## src/hw/tsp_port_map.vh

```
// Register map, field positions, reset values and timing counts of the timed port
`ifndef TSP_PORT_MAP_VH
`define TSP_PORT_MAP_VH

// ----------------------------------------------------------------------------
// Register offsets (byte addresses, one word each)
// ----------------------------------------------------------------------------
`define TSP_REG_CTRL       8'h00
`define TSP_REG_DATA       8'h04
`define TSP_REG_COND       8'h08
`define TSP_REG_TIME       8'h0C
`define TSP_REG_STAMP      8'h10
`define TSP_REG_STATUS     8'h14
`define TSP_REG_MASK       8'h18
`define TSP_REG_CLK_BASE   8'h20
`define TSP_REG_CLK_LAST   8'h30

// ----------------------------------------------------------------------------
// Control register fields
// ----------------------------------------------------------------------------
`define TSP_CTRL_EN        0
`define TSP_CTRL_DIR_OUT   1
`define TSP_CTRL_OD        2
`define TSP_CTRL_COND      3
`define TSP_CTRL_TIMED     4
`define TSP_CTRL_STROBE    5
`define TSP_CTRL_SERIAL    6
`define TSP_CTRL_CLK_LO    8
`define TSP_CTRL_CLK_HI    10
`define TSP_CTRL_RST       32'h0000_0000

// ----------------------------------------------------------------------------
// Status and mask fields
// ----------------------------------------------------------------------------
`define TSP_ST_IN_READY    0
`define TSP_ST_OUT_DONE    1
`define TSP_ST_COND_MET    2
`define TSP_ST_OUT_BUSY    3
`define TSP_ST_EVENTS      3
`define TSP_MASK_RST       3'h0

// ----------------------------------------------------------------------------
// Clock block configuration fields
// ----------------------------------------------------------------------------
`define TSP_CLK_DIV_HI     15
`define TSP_CLK_SRC_PIN    16
`define TSP_CLK_CFG_W      17
`define TSP_CLK_CFG_RST    17'h0_0000

// ----------------------------------------------------------------------------
// Clocking and counts
// ----------------------------------------------------------------------------
`define TSP_NUM_CLK_BLOCKS 6
`define TSP_REF_CLK_MHZ    100
`define TSP_SYS_CLK_MHZ    100
`define TSP_REF_DIV        (`TSP_SYS_CLK_MHZ / `TSP_REF_CLK_MHZ)
`define TSP_CNT_W          16
`define TSP_CNT_RST        16'h0000

`endif

```

## src/hw/tsp_clk_block.v

```verilog
// One programmable clock block producing a one-cycle tick every div+1 source events
`timescale 1ns/1ps
`include "tsp_port_map.vh"

module tsp_clk_block (
  // Clock and reset
  input  wire        sys_clk,
  input  wire        sys_rst,
  // Configuration
  input  wire        src_pin_sel,
  input  wire [15:0] div,
  // Source pin level, already in the sys_clk domain
  input  wire        ext_level,
  // Tick out
  output reg         tick
);

  reg        ext_prev_r;
  reg [15:0] cnt_r;
  wire       src_event;

  // Pin source counts rising edges, internal source counts cycles
  assign src_event = src_pin_sel ? (ext_level & ~ext_prev_r) : 1'b1;

  always @(posedge sys_clk) begin
    if (sys_rst) begin
      ext_prev_r <= 1'b0;
      cnt_r      <= 16'h0000;
      tick       <= 1'b0;
    end else begin
      ext_prev_r <= ext_level;
      if (src_event) begin
        if (cnt_r >= div) begin
          cnt_r <= 16'h0000;
          tick  <= 1'b1;
        end else begin
          cnt_r <= cnt_r + 16'h0001;
          tick  <= 1'b0;
        end
      end else begin
        tick <= 1'b0;
      end
    end
  end

endmodule

```

## src/hw/tsp_port.v

```verilog
// Timed serializing I/O port with clock blocks and an AHB-Lite register slave
//
// Local design decisions: the placing of the registers and the AHB-Lite interface to the registers.
`timescale 1ns/1ps
`include "tsp_port_map.vh"

// What this block does
// The port comes in widths 1, 4, 8, 16 or 32 and always runs at its own width.
// All pins of the port share one direction, all in or all out.
// Output drives pins high or low; input samples them, optionally waiting on a condition.
// Every core access to the port completes in one cycle.
// With open drain set, a zero pulls the pin low and a one leaves it floating.
// Data passes through a shift serializer and a transfer register.
// A 16-bit counter, readable any time, can delay a transfer until a target count.
// Each transfer captures the counter as a timestamp for software.
// An enabled inter-chip link on shared pins disconnects the port from them.
// An enabled narrower port wins the shared pins; unshared pins stay usable.
// Six clock blocks: block 0 is the 100MHz reference, the other five programmable.
// A clock block can take a 1-bit port pin as source and optionally divide it.
// An input strobe qualifies incoming data and an output strobe marks output data.
// After reset the port is attached to clock block 0.
// The port counter advances once per tick of its clock block, wrapping at 65536.
// A disabled or unconfigured port leaves its pins undriven.
module tsp_port #(
  parameter W  = 32,
  parameter TW = 32
) (
  // Clock and reset
  input  wire          sys_clk,
  input  wire          sys_rst,
  // AHB-Lite slave
  input  wire          hsel,
  input  wire [31:0]   haddr,
  input  wire [1:0]    htrans,
  input  wire          hwrite,
  input  wire [2:0]    hsize,
  input  wire [31:0]   hwdata,
  input  wire          hready,
  output wire          hreadyout,
  output wire          hresp,
  output reg  [31:0]   hrdata,
  // Pins
  input  wire [W-1:0]  pin_in,
  output reg  [W-1:0]  pin_out,
  output reg  [W-1:0]  pin_oe,
  // Pin sharing
  input  wire          link_en,
  input  wire [W-1:0]  narrow_claim,
  // External clock source pin of a 1-bit port
  input  wire          clk_src_pin,
  // Strobes
  input  wire          strobe_in_qualifier,
  output reg           strobe_out_qualifier,
  // Interrupt
  output wire          irq
);

  // Width W fixed per instance
  localparam SLICES = TW / W;
  localparam SW     = 6;

  // --------------------------------------------------------------------------
  // Decode helpers
  // --------------------------------------------------------------------------
  function pick_tick;
    input [2:0] sel;
    input [5:0] ticks;
    begin
      if (sel < 3'd6) begin
        pick_tick = ticks[sel];
      end else begin
        pick_tick = 1'b0;
      end
    end
  endfunction

  function clk_reg_hit;
    input [7:0] a;
    begin
      clk_reg_hit = (a >= `TSP_REG_CLK_BASE) && (a <= `TSP_REG_CLK_LAST) &&
                    (a[1:0] == 2'b00);
    end
  endfunction

  // --------------------------------------------------------------------------
  // State
  // --------------------------------------------------------------------------
  reg  [31:0]             ctrl_r;
  reg  [W-1:0]            cond_r;
  reg  [`TSP_CNT_W-1:0]   target_r;
  reg                     timed_armed_r;
  reg  [`TSP_CNT_W-1:0]   cnt_r;
  reg  [`TSP_CNT_W-1:0]   stamp_r;
  reg  [2:0]              status_r;
  reg  [2:0]              mask_r;
  reg  [`TSP_CLK_CFG_W-1:0] clkcfg_r [1:5];
  reg  [TW-1:0]           tx_sr_r;
  reg  [TW-1:0]           rx_sr_r;
  reg  [TW-1:0]           rx_data_r;
  reg  [W-1:0]            out_val_r;
  reg                     out_busy_r;
  reg  [SW-1:0]           slice_r;
  reg                     wr_pend_r;
  reg  [7:0]              wr_addr_r;
  reg  [2:0]              st_set;
  reg  [2:0]              st_nxt;
  reg  [31:0]             cond_word;
  reg  [TW-1:0]           pin_word;
  integer                 k;

  wire [5:0]              ticks;
  wire                    port_tick;
  wire                    addr_take;
  wire [7:0]              a_lo;
  wire                    rd_take;
  wire                    en;
  wire                    dir_out;
  wire                    od;
  wire [SW-1:0]           slice_max;
  wire                    time_ok;
  wire                    in_ok;
  wire                    out_go;
  wire                    in_go;
  wire                    last_slice;
  wire [TW-1:0]           tx_shift;
  wire [TW-1:0]           rx_shift;
  wire                    data_wr;

  assign en        = ctrl_r[`TSP_CTRL_EN];
  assign dir_out   = ctrl_r[`TSP_CTRL_DIR_OUT];
  assign od        = ctrl_r[`TSP_CTRL_OD];
  assign slice_max = ctrl_r[`TSP_CTRL_SERIAL] ? SLICES[SW-1:0] : {{(SW-1){1'b0}}, 1'b1};

  // --------------------------------------------------------------------------
  // Clock blocks
  // --------------------------------------------------------------------------
  // Block 0 is the reference
  assign ticks[0] = 1'b1;

  genvar g;
  generate
    for (g = 1; g < `TSP_NUM_CLK_BLOCKS; g = g + 1) begin : g_clk
      // Pin source with divide
      tsp_clk_block u_blk (
        .sys_clk     (sys_clk),
        .sys_rst     (sys_rst),
        .src_pin_sel (clkcfg_r[g][`TSP_CLK_SRC_PIN]),
        .div         (clkcfg_r[g][`TSP_CLK_DIV_HI:0]),
        .ext_level   (clk_src_pin),
        .tick        (ticks[g])
      );
    end
  endgenerate

  assign port_tick = pick_tick(ctrl_r[`TSP_CTRL_CLK_HI:`TSP_CTRL_CLK_LO], ticks);

  // --------------------------------------------------------------------------
  // Shift paths
  // --------------------------------------------------------------------------
  // Serializer shift paths
  generate
    if (W == TW) begin : g_full
      assign tx_shift = {TW{1'b0}};
      assign rx_shift = pin_in;
    end else begin : g_part
      assign tx_shift = {{W{1'b0}}, tx_sr_r[TW-1:W]};
      assign rx_shift = {pin_in, rx_sr_r[TW-1:W]};
    end
  endgenerate

  // Hold off until target count
  assign time_ok    = ~timed_armed_r | (cnt_r == target_r);
  // Wait for pin condition
  assign in_ok      = (~ctrl_r[`TSP_CTRL_COND] | (pin_in == cond_r)) &
                      (~ctrl_r[`TSP_CTRL_STROBE] | strobe_in_qualifier);
  assign out_go     = en & dir_out & out_busy_r & port_tick & time_ok;
  // Strobe qualifies input
  assign in_go      = en & ~dir_out & port_tick & time_ok & in_ok;
  assign last_slice = (slice_r + {{(SW-1){1'b0}}, 1'b1}) >= slice_max;
  // Zero-extended views, also legal at full width
  always @* begin
    cond_word        = 32'h0000_0000;
    cond_word[W-1:0] = cond_r;
    pin_word         = {TW{1'b0}};
    pin_word[W-1:0]  = pin_in;
  end

  // --------------------------------------------------------------------------
  // AHB-Lite slave
  // --------------------------------------------------------------------------
  // Zero wait state access
  assign hreadyout = 1'b1;
  assign hresp     = 1'b0;
  assign addr_take = hsel & htrans[1] & hready;
  assign a_lo      = haddr[7:0];
  assign rd_take   = addr_take & ~hwrite;
  assign data_wr   = wr_pend_r & (wr_addr_r == `TSP_REG_DATA);

  always @(posedge sys_clk) begin
    if (sys_rst) begin
      hrdata    <= 32'h0000_0000;
      wr_pend_r <= 1'b0;
      wr_addr_r <= 8'h00;
    end else begin
      wr_pend_r <= addr_take & hwrite;
      wr_addr_r <= a_lo;
      if (rd_take) begin
        case (a_lo)
          `TSP_REG_CTRL:   hrdata <= ctrl_r;
          `TSP_REG_DATA:   hrdata <= rx_data_r;
          `TSP_REG_COND:   hrdata <= cond_word;
          // Counter readable any time
          `TSP_REG_TIME:   hrdata <= {16'h0000, cnt_r};
          `TSP_REG_STAMP:  hrdata <= {16'h0000, stamp_r};
          `TSP_REG_STATUS: hrdata <= {28'h000_0000, out_busy_r, status_r};
          `TSP_REG_MASK:   hrdata <= {29'h0000_0000, mask_r};
          default: begin
            if (clk_reg_hit(a_lo)) begin
              hrdata <= {15'h0000, clkcfg_r[a_lo[4:2] + 3'd1]};
            end else begin
              hrdata <= 32'h0000_0000;
            end
          end
        endcase
      end
    end
  end

  // --------------------------------------------------------------------------
  // Configuration registers
  // --------------------------------------------------------------------------
  always @(posedge sys_clk) begin
    if (sys_rst) begin
      // Reset selects block 0
      ctrl_r   <= `TSP_CTRL_RST;
      cond_r   <= {W{1'b0}};
      target_r <= `TSP_CNT_RST;
      mask_r   <= `TSP_MASK_RST;
      for (k = 1; k < `TSP_NUM_CLK_BLOCKS; k = k + 1) begin
        clkcfg_r[k] <= `TSP_CLK_CFG_RST;
      end
    end else if (wr_pend_r) begin
      case (wr_addr_r)
        `TSP_REG_CTRL: ctrl_r   <= {21'h00_0000, hwdata[10:8], 1'b0, hwdata[6:0]};
        `TSP_REG_COND: cond_r   <= hwdata[W-1:0];
        `TSP_REG_TIME: target_r <= hwdata[`TSP_CNT_W-1:0];
        `TSP_REG_MASK: mask_r   <= hwdata[2:0];
        default: begin
          if (clk_reg_hit(wr_addr_r)) begin
            clkcfg_r[wr_addr_r[4:2] + 3'd1] <= hwdata[`TSP_CLK_CFG_W-1:0];
          end
        end
      endcase
    end
  end

  // --------------------------------------------------------------------------
  // Counter, timestamp and transfers
  // --------------------------------------------------------------------------
  always @(posedge sys_clk) begin
    if (sys_rst) begin
      cnt_r         <= `TSP_CNT_RST;
      stamp_r       <= `TSP_CNT_RST;
      timed_armed_r <= 1'b0;
      tx_sr_r       <= {TW{1'b0}};
      rx_sr_r       <= {TW{1'b0}};
      rx_data_r     <= {TW{1'b0}};
      out_val_r     <= {W{1'b0}};
      out_busy_r    <= 1'b0;
      slice_r       <= {SW{1'b0}};
      strobe_out_qualifier <= 1'b0;
    end else begin
      // Advance per tick, wrap
      if (port_tick) begin
        cnt_r <= cnt_r + 16'h0001;
      end
      strobe_out_qualifier <= 1'b0;
      if (out_go) begin
        // Drive next slice
        out_val_r            <= tx_sr_r[W-1:0];
        tx_sr_r              <= tx_shift;
        // Strobe marks output
        strobe_out_qualifier <= 1'b1;
        timed_armed_r        <= 1'b0;
        if (slice_r == {SW{1'b0}}) begin
          // Stamp first slice
          stamp_r <= cnt_r;
        end
        if (last_slice) begin
          out_busy_r <= 1'b0;
          slice_r    <= {SW{1'b0}};
        end else begin
          slice_r <= slice_r + {{(SW-1){1'b0}}, 1'b1};
        end
      end else if (in_go) begin
        // Sample pins
        rx_sr_r       <= rx_shift;
        timed_armed_r <= 1'b0;
        if (last_slice) begin
          // Stamp on completion
          stamp_r <= cnt_r;
          slice_r <= {SW{1'b0}};
          if (ctrl_r[`TSP_CTRL_SERIAL]) begin
            rx_data_r <= rx_shift;
          end else begin
            rx_data_r <= pin_word;
          end
        end else begin
          slice_r <= slice_r + {{(SW-1){1'b0}}, 1'b1};
        end
      end
      // Transfer register load
      if (data_wr && !out_busy_r) begin
        tx_sr_r    <= hwdata[TW-1:0];
        out_busy_r <= 1'b1;
        slice_r    <= {SW{1'b0}};
      end
      // Arm target count
      if (wr_pend_r && (wr_addr_r == `TSP_REG_TIME)) begin
        timed_armed_r <= ctrl_r[`TSP_CTRL_TIMED];
      end
    end
  end

  // --------------------------------------------------------------------------
  // Event status and interrupt
  // --------------------------------------------------------------------------
  always @* begin
    st_set = 3'b000;
    st_set[`TSP_ST_IN_READY] = in_go & last_slice;
    st_set[`TSP_ST_OUT_DONE] = out_go & last_slice;
    st_set[`TSP_ST_COND_MET] = in_go & ctrl_r[`TSP_CTRL_COND];
    st_nxt = status_r;
    if (rd_take && (a_lo == `TSP_REG_STATUS)) begin
      st_nxt = 3'b000;
    end
    st_nxt = st_nxt | st_set;
  end

  always @(posedge sys_clk) begin
    if (sys_rst) begin
      status_r <= 3'b000;
    end else begin
      status_r <= st_nxt;
    end
  end

  assign irq = |(status_r & mask_r);

  // --------------------------------------------------------------------------
  // Pin drive
  // --------------------------------------------------------------------------
  always @(posedge sys_clk) begin
    if (sys_rst) begin
      pin_out <= {W{1'b0}};
      pin_oe  <= {W{1'b0}};
    end else begin
      // Open drain only pulls low
      pin_out <= od ? {W{1'b0}} : out_val_r;
      // One direction for all pins
      // Link takes pins; narrower port wins; disabled port floats
      if (en && dir_out && !link_en) begin
        pin_oe <= ~narrow_claim & (od ? ~out_val_r : {W{1'b1}});
      end else begin
        pin_oe <= {W{1'b0}};
      end
    end
  end

endmodule

```

## config.mk

```make
export PLATFORM = sky130hd
export DESIGN_NAME = tsp_port
export DESIGN_NICKNAME = d
export VERILOG_FILES = /design/src/hw/tsp_clk_block.v /design/src/hw/tsp_port.v
export VERILOG_INCLUDE_DIRS = /design/src /design/src/hw
export SDC_FILE = /design/constraint.sdc
export NUM_CORES = 1
export LEC_CHECK = 0
export BUFFER_PORTS_ARGS = -buffer_cell sky130_fd_sc_hd__buf_2
export CAP_MARGIN = 20
export CORE_MARGIN = 10
export CORE_UTILIZATION = 61
export CTS_BUF_LIST = sky130_fd_sc_hd__clkbuf_8
export DETAILED_ROUTE_END_ITERATION = 10
export PLACE_DENSITY = 0.82
export SLEW_MARGIN = 20
export SYNTH_ARGS = -nofsm -noshare
export SYNTH_HDL_FRONTEND = slang
export SYNTH_SLANG_ARGS = --single-unit
```

## constraint.sdc

```tcl
create_clock -name sys_clk -period 4.03 [get_ports sys_clk]
set_clock_uncertainty 0.15 [all_clocks]
set_input_delay 0.2015 -clock sys_clk [delete_from_list [all_inputs] [get_ports sys_clk]]
set_output_delay 0.2015 -clock sys_clk [all_outputs]
set_load 0.01 [all_outputs]
```

==> results of run 1 <==
-- cell families (layout without fill, tap and decap cells) --
logic type                 after synthesis  count (layout)  synth area share, %
AOI/OAI and AO/OA                      458             458                 13.2
xor gates and xnor gates               138             138                 5.09
adders and majority gates               96              96                 5.03
buffers and inverters                  257             623                 4.32
DFF                                    528             528                 49.9
muxes                                   97              97                 5.85
other                                    2               6               0.0314
and+or+nand+nor                        808             808                 16.5
-- metal layers --
layer	global-route usage [%]	share of wire (%)	vias to the layer above
met2	48.3	48	1138
met5	0	0	-
met3	5.81	9.0	250
li1	-	-	9105
met4	16.3	5.0	0
met1	35.4	38	9619
-- worst max-delay path by stage --
stage / startpoint / end / slack (ns) / cells after the start
floorplan: haddr[2] / hrdata[4] / 0.68 / 13
global placement: wr_addr_r[1] / tx_sr_r[12] / 0.91 / 6
detailed placement: wr_addr_r[1] / tx_sr_r[13] / 0.81 / 6
CTS: wr_addr_r[1] / tx_sr_r[25] / 0.38 / 7
global route: wr_addr_r[0] / tx_sr_r[25] / 0.17 / 7
finish: wr_addr_r[0] / tx_sr_r[25] / 0.26 / 7
-- layout by cell type (no fill, tap or decap), types with 116 or more instances in the layout --
cell type / netlist / layout
inv_1: 105 / 130
and2_1: 122 / 122
buf_2: 18 / 209
edfxtp_1: 136 / 136
dfxtp_1: 392 / 392
nor2_1: 145 / 144
a21oi_1: 140 / 140
dlygate4sd3_1: 0 / 116
nand2_1: 262 / 262
a211oi_1: 117 / 117
-- per-stage QoR --
stage | power (µW) | util, % | hold slack, ns
after detailed placement | 6260 | 65.6 | 0.217
final | 10800 | 73.0 | 0.0524
after floorplan | 5990 | - | 0.130
after CTS | 10800 | 72.9 | 0.00521
after global placement | 6240 | 65.6 | 0.215
after global routing | 11100 | 73.0 | 0.0926
-- final cells by class --
class / instances / area [µm²]
Tap cell: 518 / 648
Timing Repair Buffer: 370 / 2560
Clock buffer: 96 / 1320
Sequential cell: 528 / 11900
Multi-Input combinational cell: 1599 / 11000
Antenna cell: 4 / 10.0
Fill cell: 2544 / 10400
Clock inverter: 52 / 327
Inverter: 105 / 394
-- state kept, by name (all words and copies together), names as in the netlist, 3 cells and up --
name               count
stamp_r               16
cnt_r                 16
target_r              16
out_val_r             32
mask_r                 3
clkcfg_r             136
pin_out               32
g_clk.u_blk.cnt_r     80
wr_addr_r              8
hrdata                32
g_clk.u_blk.tick       5
slice_r                6
ctrl_r                10
pin_oe                32
tx_sr_r               32
rx_data_r             32
cond_r                32
status_r               3
-- critical path: cells and delay by family (launching register included) --
| kind | cells | cell delay, ns |
|---|---|---|
| and+or+nand+nor | 4 | 2.16 |
| buffers and inverters | 2 | 0.96 |
| DFF | 1 | 0.31 |
| AOI/OAI and AO/OA | 1 | 0.14 |
-- power by group --
group          switching, µW  internal, µW
combinational            433           288
sequential              55.5          5490
clock                   2190          2390
total                   2670          8160
==> impl_results.md, run 1 <==
- Via count of the first global-routing pass: 20,000
- Placed cells: 3,004
- Synth Warn #: 0
- Final instance area: 0.0282 mm²
- Via density: 6.15
- Fin. max-slew vios: 0
- Slew headroom: 24.7%
- Sequential element share of the synthesized area: 49.9%
- Non-filler instance count after layout: 3,272
- Cts bufs inserted: 86
- Least-Margin Pin Slew: 1.13 ns
- Final WL: 71.8 mm
- CTS tree: built
- Fin. Hold Viols: 0
- Min cycle time layout: 3.77 ns
- RSZ-0062 raised after global routing: no
- Drt pass-1 iters: 6
- CTS max path bufs: 3
- Setup WS pre-CTS: 0.808 ns
- Synth area leader: dfxtp_1
- Worst vdd ir: 0.402 mV
- Netlist cell types: 64
- Critical path fanouts, max: 31
- Reg2reg start: wr_addr_r[0]
- Crit-path max cell delay: 0.97 ns
- Post-DP HPWL: 46.8 mm
- # IOs: 241
- Post-cts sizing count: 0
- DRT iter0 DRCs: 2,323
- Post-synthesis register bit count: 528
- Worst setup path category: register to register
- Die W: 218 µm
- Critical-path top delay cell: nor4bb_2
- Hold path endpoint: pin_oe[15]
- Placement Cell Area: 0.0254 mm²
- Number of synthesized flops with an enable pin: 136
- Async SR Flop Fraction: 0%
- Area Growth Syn to Fin: 18.1%
- Clock sink count: 528
- Total GRT Usage: 29.3%
- H-Tree Depth: 3
- Hold Path Class: input pin to register
- Setup crit start kind: register
- CP Capture Type: register
- Max-Cap Viols: 0
- First-pass GRT wire length: 111 mm
- Synth Net Count: 2,621
- PD cells: 384 mW/mm²
- Pin count of the biggest net entering global routing: 97
- Crit path cell chain: nor4_1 -> nor4bb_2 -> and3b_1 -> buf_4 -> a2bb2oi_1 -> nor2_1 -> dlygate4sd3_1
- Count leader, synth: dfxtp_1
- R2R depth: 7
- # setup viols final: 0
- Post-synth top cells: dfxtp_1, nand2_1, nor2_1
- Ys flop type: dfxtp_1
- FMAX: 0.265 GHz
- Total core area: 0.0386 mm²
- Initial antenna violation count: 1
- Nets@finish: 2,927
- Ratio of cells with drive above 1 in the final layout: 15.8%
- Cell row count: 72
- GRT overflow: 0
- Final worst slack: 0.262 ns
- Status: completed
- Data arrival, critical path: 4.23 ns
- Yosys top cell area share: 32.9%
- Post-CTS Hold Buffers: 116
- Hold Startpoint: link_en
- Synthesized area: 0.0239 mm²
- Mapped Cells: 2,384
- Final RePlAce weighted congestion: 0.922
- Die H: 218 µm
- Routed len/inst: 21.9 µm
- Clock transition at path regs: 0.07 ns
- Tcrit/Tclk final: 93.5%
- IO buf count: 210
- Syn_area_per_cell: 10.0 µm²
- Reg2Reg Setup Slack: 0.26 ns
- Setup TNS Final: 0 ns
- DRC violation count after routing: 0
- Clock root cell: clkbuf_8
- Worst-Skew Late Latency: 0.67 ns
- Worst EP required: 4.49 ns
- Dominant cells by area after synthesis: dfxtp_1, edfxtp_1, ha_1
- Min-Delay Path Depth: 5
- Initial Util: 61.8%
- Worst R2R End: tx_sr_r[25]
- Pleak: 0.0110 µW
- Total die area: 0.0475 mm²
- Antenna Nets Post-Route: 0
- Post-CTS setup buffers: 0
- Via count: 20,100
Note: power is estimated with default switching activity, not from simulation.
==> run 2, diff against run 1 <==
RECOVER_POWER = 25   (was not set)
==> run 2 against run 1 <==
Clock-buffer cell count is the same. Global-route usage unchanged. The flow now finishes with violations (max-capacitance violations, max-slew violations). Clock power about the same. Sequential share of layout area rose by 0.25 points. Die area unchanged. Non-clock buffer count stayed put. Design area fell by 0.58%.
==> impl_results.md, run 2 (synthesis gave the netlist of run 1 again) <==
- Status: finished, violations left
- Failing checks: max-capacitance violations, max-slew violations
- Critical path fanouts, max: 33
- Drt pass-1 iters: 7
- Area Growth Syn to Fin: 17.4%
- Total GRT Usage: 29.3%
- Clock sink count: 528
- # setup viols final: 0
- Worst setup path category: register to register
- Ratio of cells with drive above 1 in the final layout: 11.5%
- FMAX: 0.270 GHz
- DRC violation count after routing: 0
- PD cells: 386 mW/mm²
- First-pass GRT wire length: 111 mm
- Routed len/inst: 21.9 µm
- CTS max path bufs: 3
- Pin count of the biggest net entering global routing: 97
- Most frequent cells in the layout: dfxtp_1, nand2_1, nor2_1
- GRT overflow: 0
- Clock root cell: clkbuf_8
- RSZ-0062 raised after global routing: no
- Placement Cell Area: 0.0254 mm²
- Flip-flop count of the largest register after layout: 136
- H-Tree Depth: 3
- Largest registers: clkcfg_r: 136 flops, g_clk.u_blk.cnt_r: 80 flops
- Commonest non-fill, non-tap cell in the layout: dfxtp_1
- Initial Util: 61.8%
- Fin. max-slew vios: 261
- IO buf count: 210
- # IOs: 241
- Clock transition at path regs: 0.07 ns
- Worst EP required: 4.43 ns
- Via count: 20,100
- Die W: 218 µm
- Initial antenna violation count: 1
- Final RePlAce weighted congestion: 0.922
- Data arrival, critical path: 4.10 ns
- Antenna Nets Post-Route: 0
- Pleak: 0.0105 µW
- Fin. Hold Viols: 0
- Max-Cap Viols: 4
- Via density: 6.15
- Least-Margin Pin Slew: 2.92 ns
- Final instance area: 0.0281 mm²
- Cell row count: 72
- Worst-Skew Late Latency: 0.66 ns
- Min cycle time layout: 3.70 ns
- Nets@finish: 2,927
- Post-cts sizing count: 0
- DRT iter0 DRCs: 2,307
- Total die area: 0.0475 mm²
- Die H: 218 µm
- CTS tree: built
- Cts bufs inserted: 86
- Layout fillers: 2,623
- Slew headroom: -94.4%
- Total core area: 0.0386 mm²
- Final WL: 71.6 mm
- Worst vdd ir: 0.402 mV
- Tcrit/Tclk final: 91.8%
- Setup TNS Final: 0 ns
- Post-DP HPWL: 46.8 mm
- Via count of the first global-routing pass: 20,000
- Setup crit start kind: register
- Reg with most FFs: clkcfg_r
- CP Capture Type: register
- Hold Path Class: input pin to register
[run 2: final timing paths]
| kind | startpoint | to | slack [ns] | cells past startpoint |
|---|---|---|---|---|
| setup / recovery | wr_addr_r[0] | tx_sr_r[25] | 0.33 | 9 |
| hold / removal | link_en | pin_oe[15] | 0.05 | 5 |
| setup reg to reg | wr_addr_r[0] | tx_sr_r[25] | 0.33 | 9 |
| hold reg to reg | out_val_r[7] | pin_oe[7] | 0.31 | 1 |
[run 2: critical path, cell delays in order (launching register included)]
cell	delay (ns)
dfxtp_1	0.31
nor4_1	0.58
nor4bb_2	0.96
buf_4	0.30
nand3b_1	0.09
buf_4	0.25
nand2_1	0.13
a2bb2oi_1	0.21
nor2_1	0.06
dlygate4sd3_1	0.57
[run 2: layout make-up]
| class | instances | area (µm²) | area share [%] |
|---|---|---|---|
| inverters | 105 | 394 | 1.40 |
| multi-input cells | 1599 | 11000 | 39.3 |
| diodes | 3 | 7.51 | 0.0268 |
| flip-flops and latches | 528 | 11900 | 42.5 |
| clock buffers | 96 | 1320 | 4.71 |
| repair buffers | 370 | 2400 | 8.57 |
| well taps | 518 | 648 | 2.31 |
| clock inverters | 52 | 327 | 1.16 |
[run 2: report_power, final]
group | internal [µW] | total, µW | switching (µW)
sequential | 5490 | 5540 | 55.3
combinational | 282 | 715 | 433
clock | 2390 | 4560 | 2170
[run 2: timing repair]
| item | CTS | global route |
|---|---|---|
| endpoints found under the hold margin | 324 | 0 |
| setup buffers | 0 | 0 |
| hold buffers | 116 | 0 |
[run 2: stage by stage]
| stage | hold slack (ns) | setup WS, ns | cells | total power, µW | util [%] |
|---|---|---|---|---|---|
| after CTS | 0.00521 | 0.383 | 3268 | 10800 | 72.9 |
| final | 0.0451 | 0.329 | 3271 | 10800 | 72.6 |
| after floorplan | 0.130 | 0.685 | 2384 | 5990 | - |
| after global placement | 0.215 | 0.910 | 3004 | 6240 | 65.6 |
| after detailed placement | 0.217 | 0.808 | 3004 | 6260 | 65.6 |
| after global routing | 0.0926 | 0.159 | 3268 | 11100 | 72.6 |
[run 2: routing by layer]
metal | GRT usage [%] | share of wire, %
met5 | 0 | 0
met3 | 5.81 | 9.0
met4 | 16.3 | 5.3
met2 | 48.3 | 48
met1 | 35.4 | 38
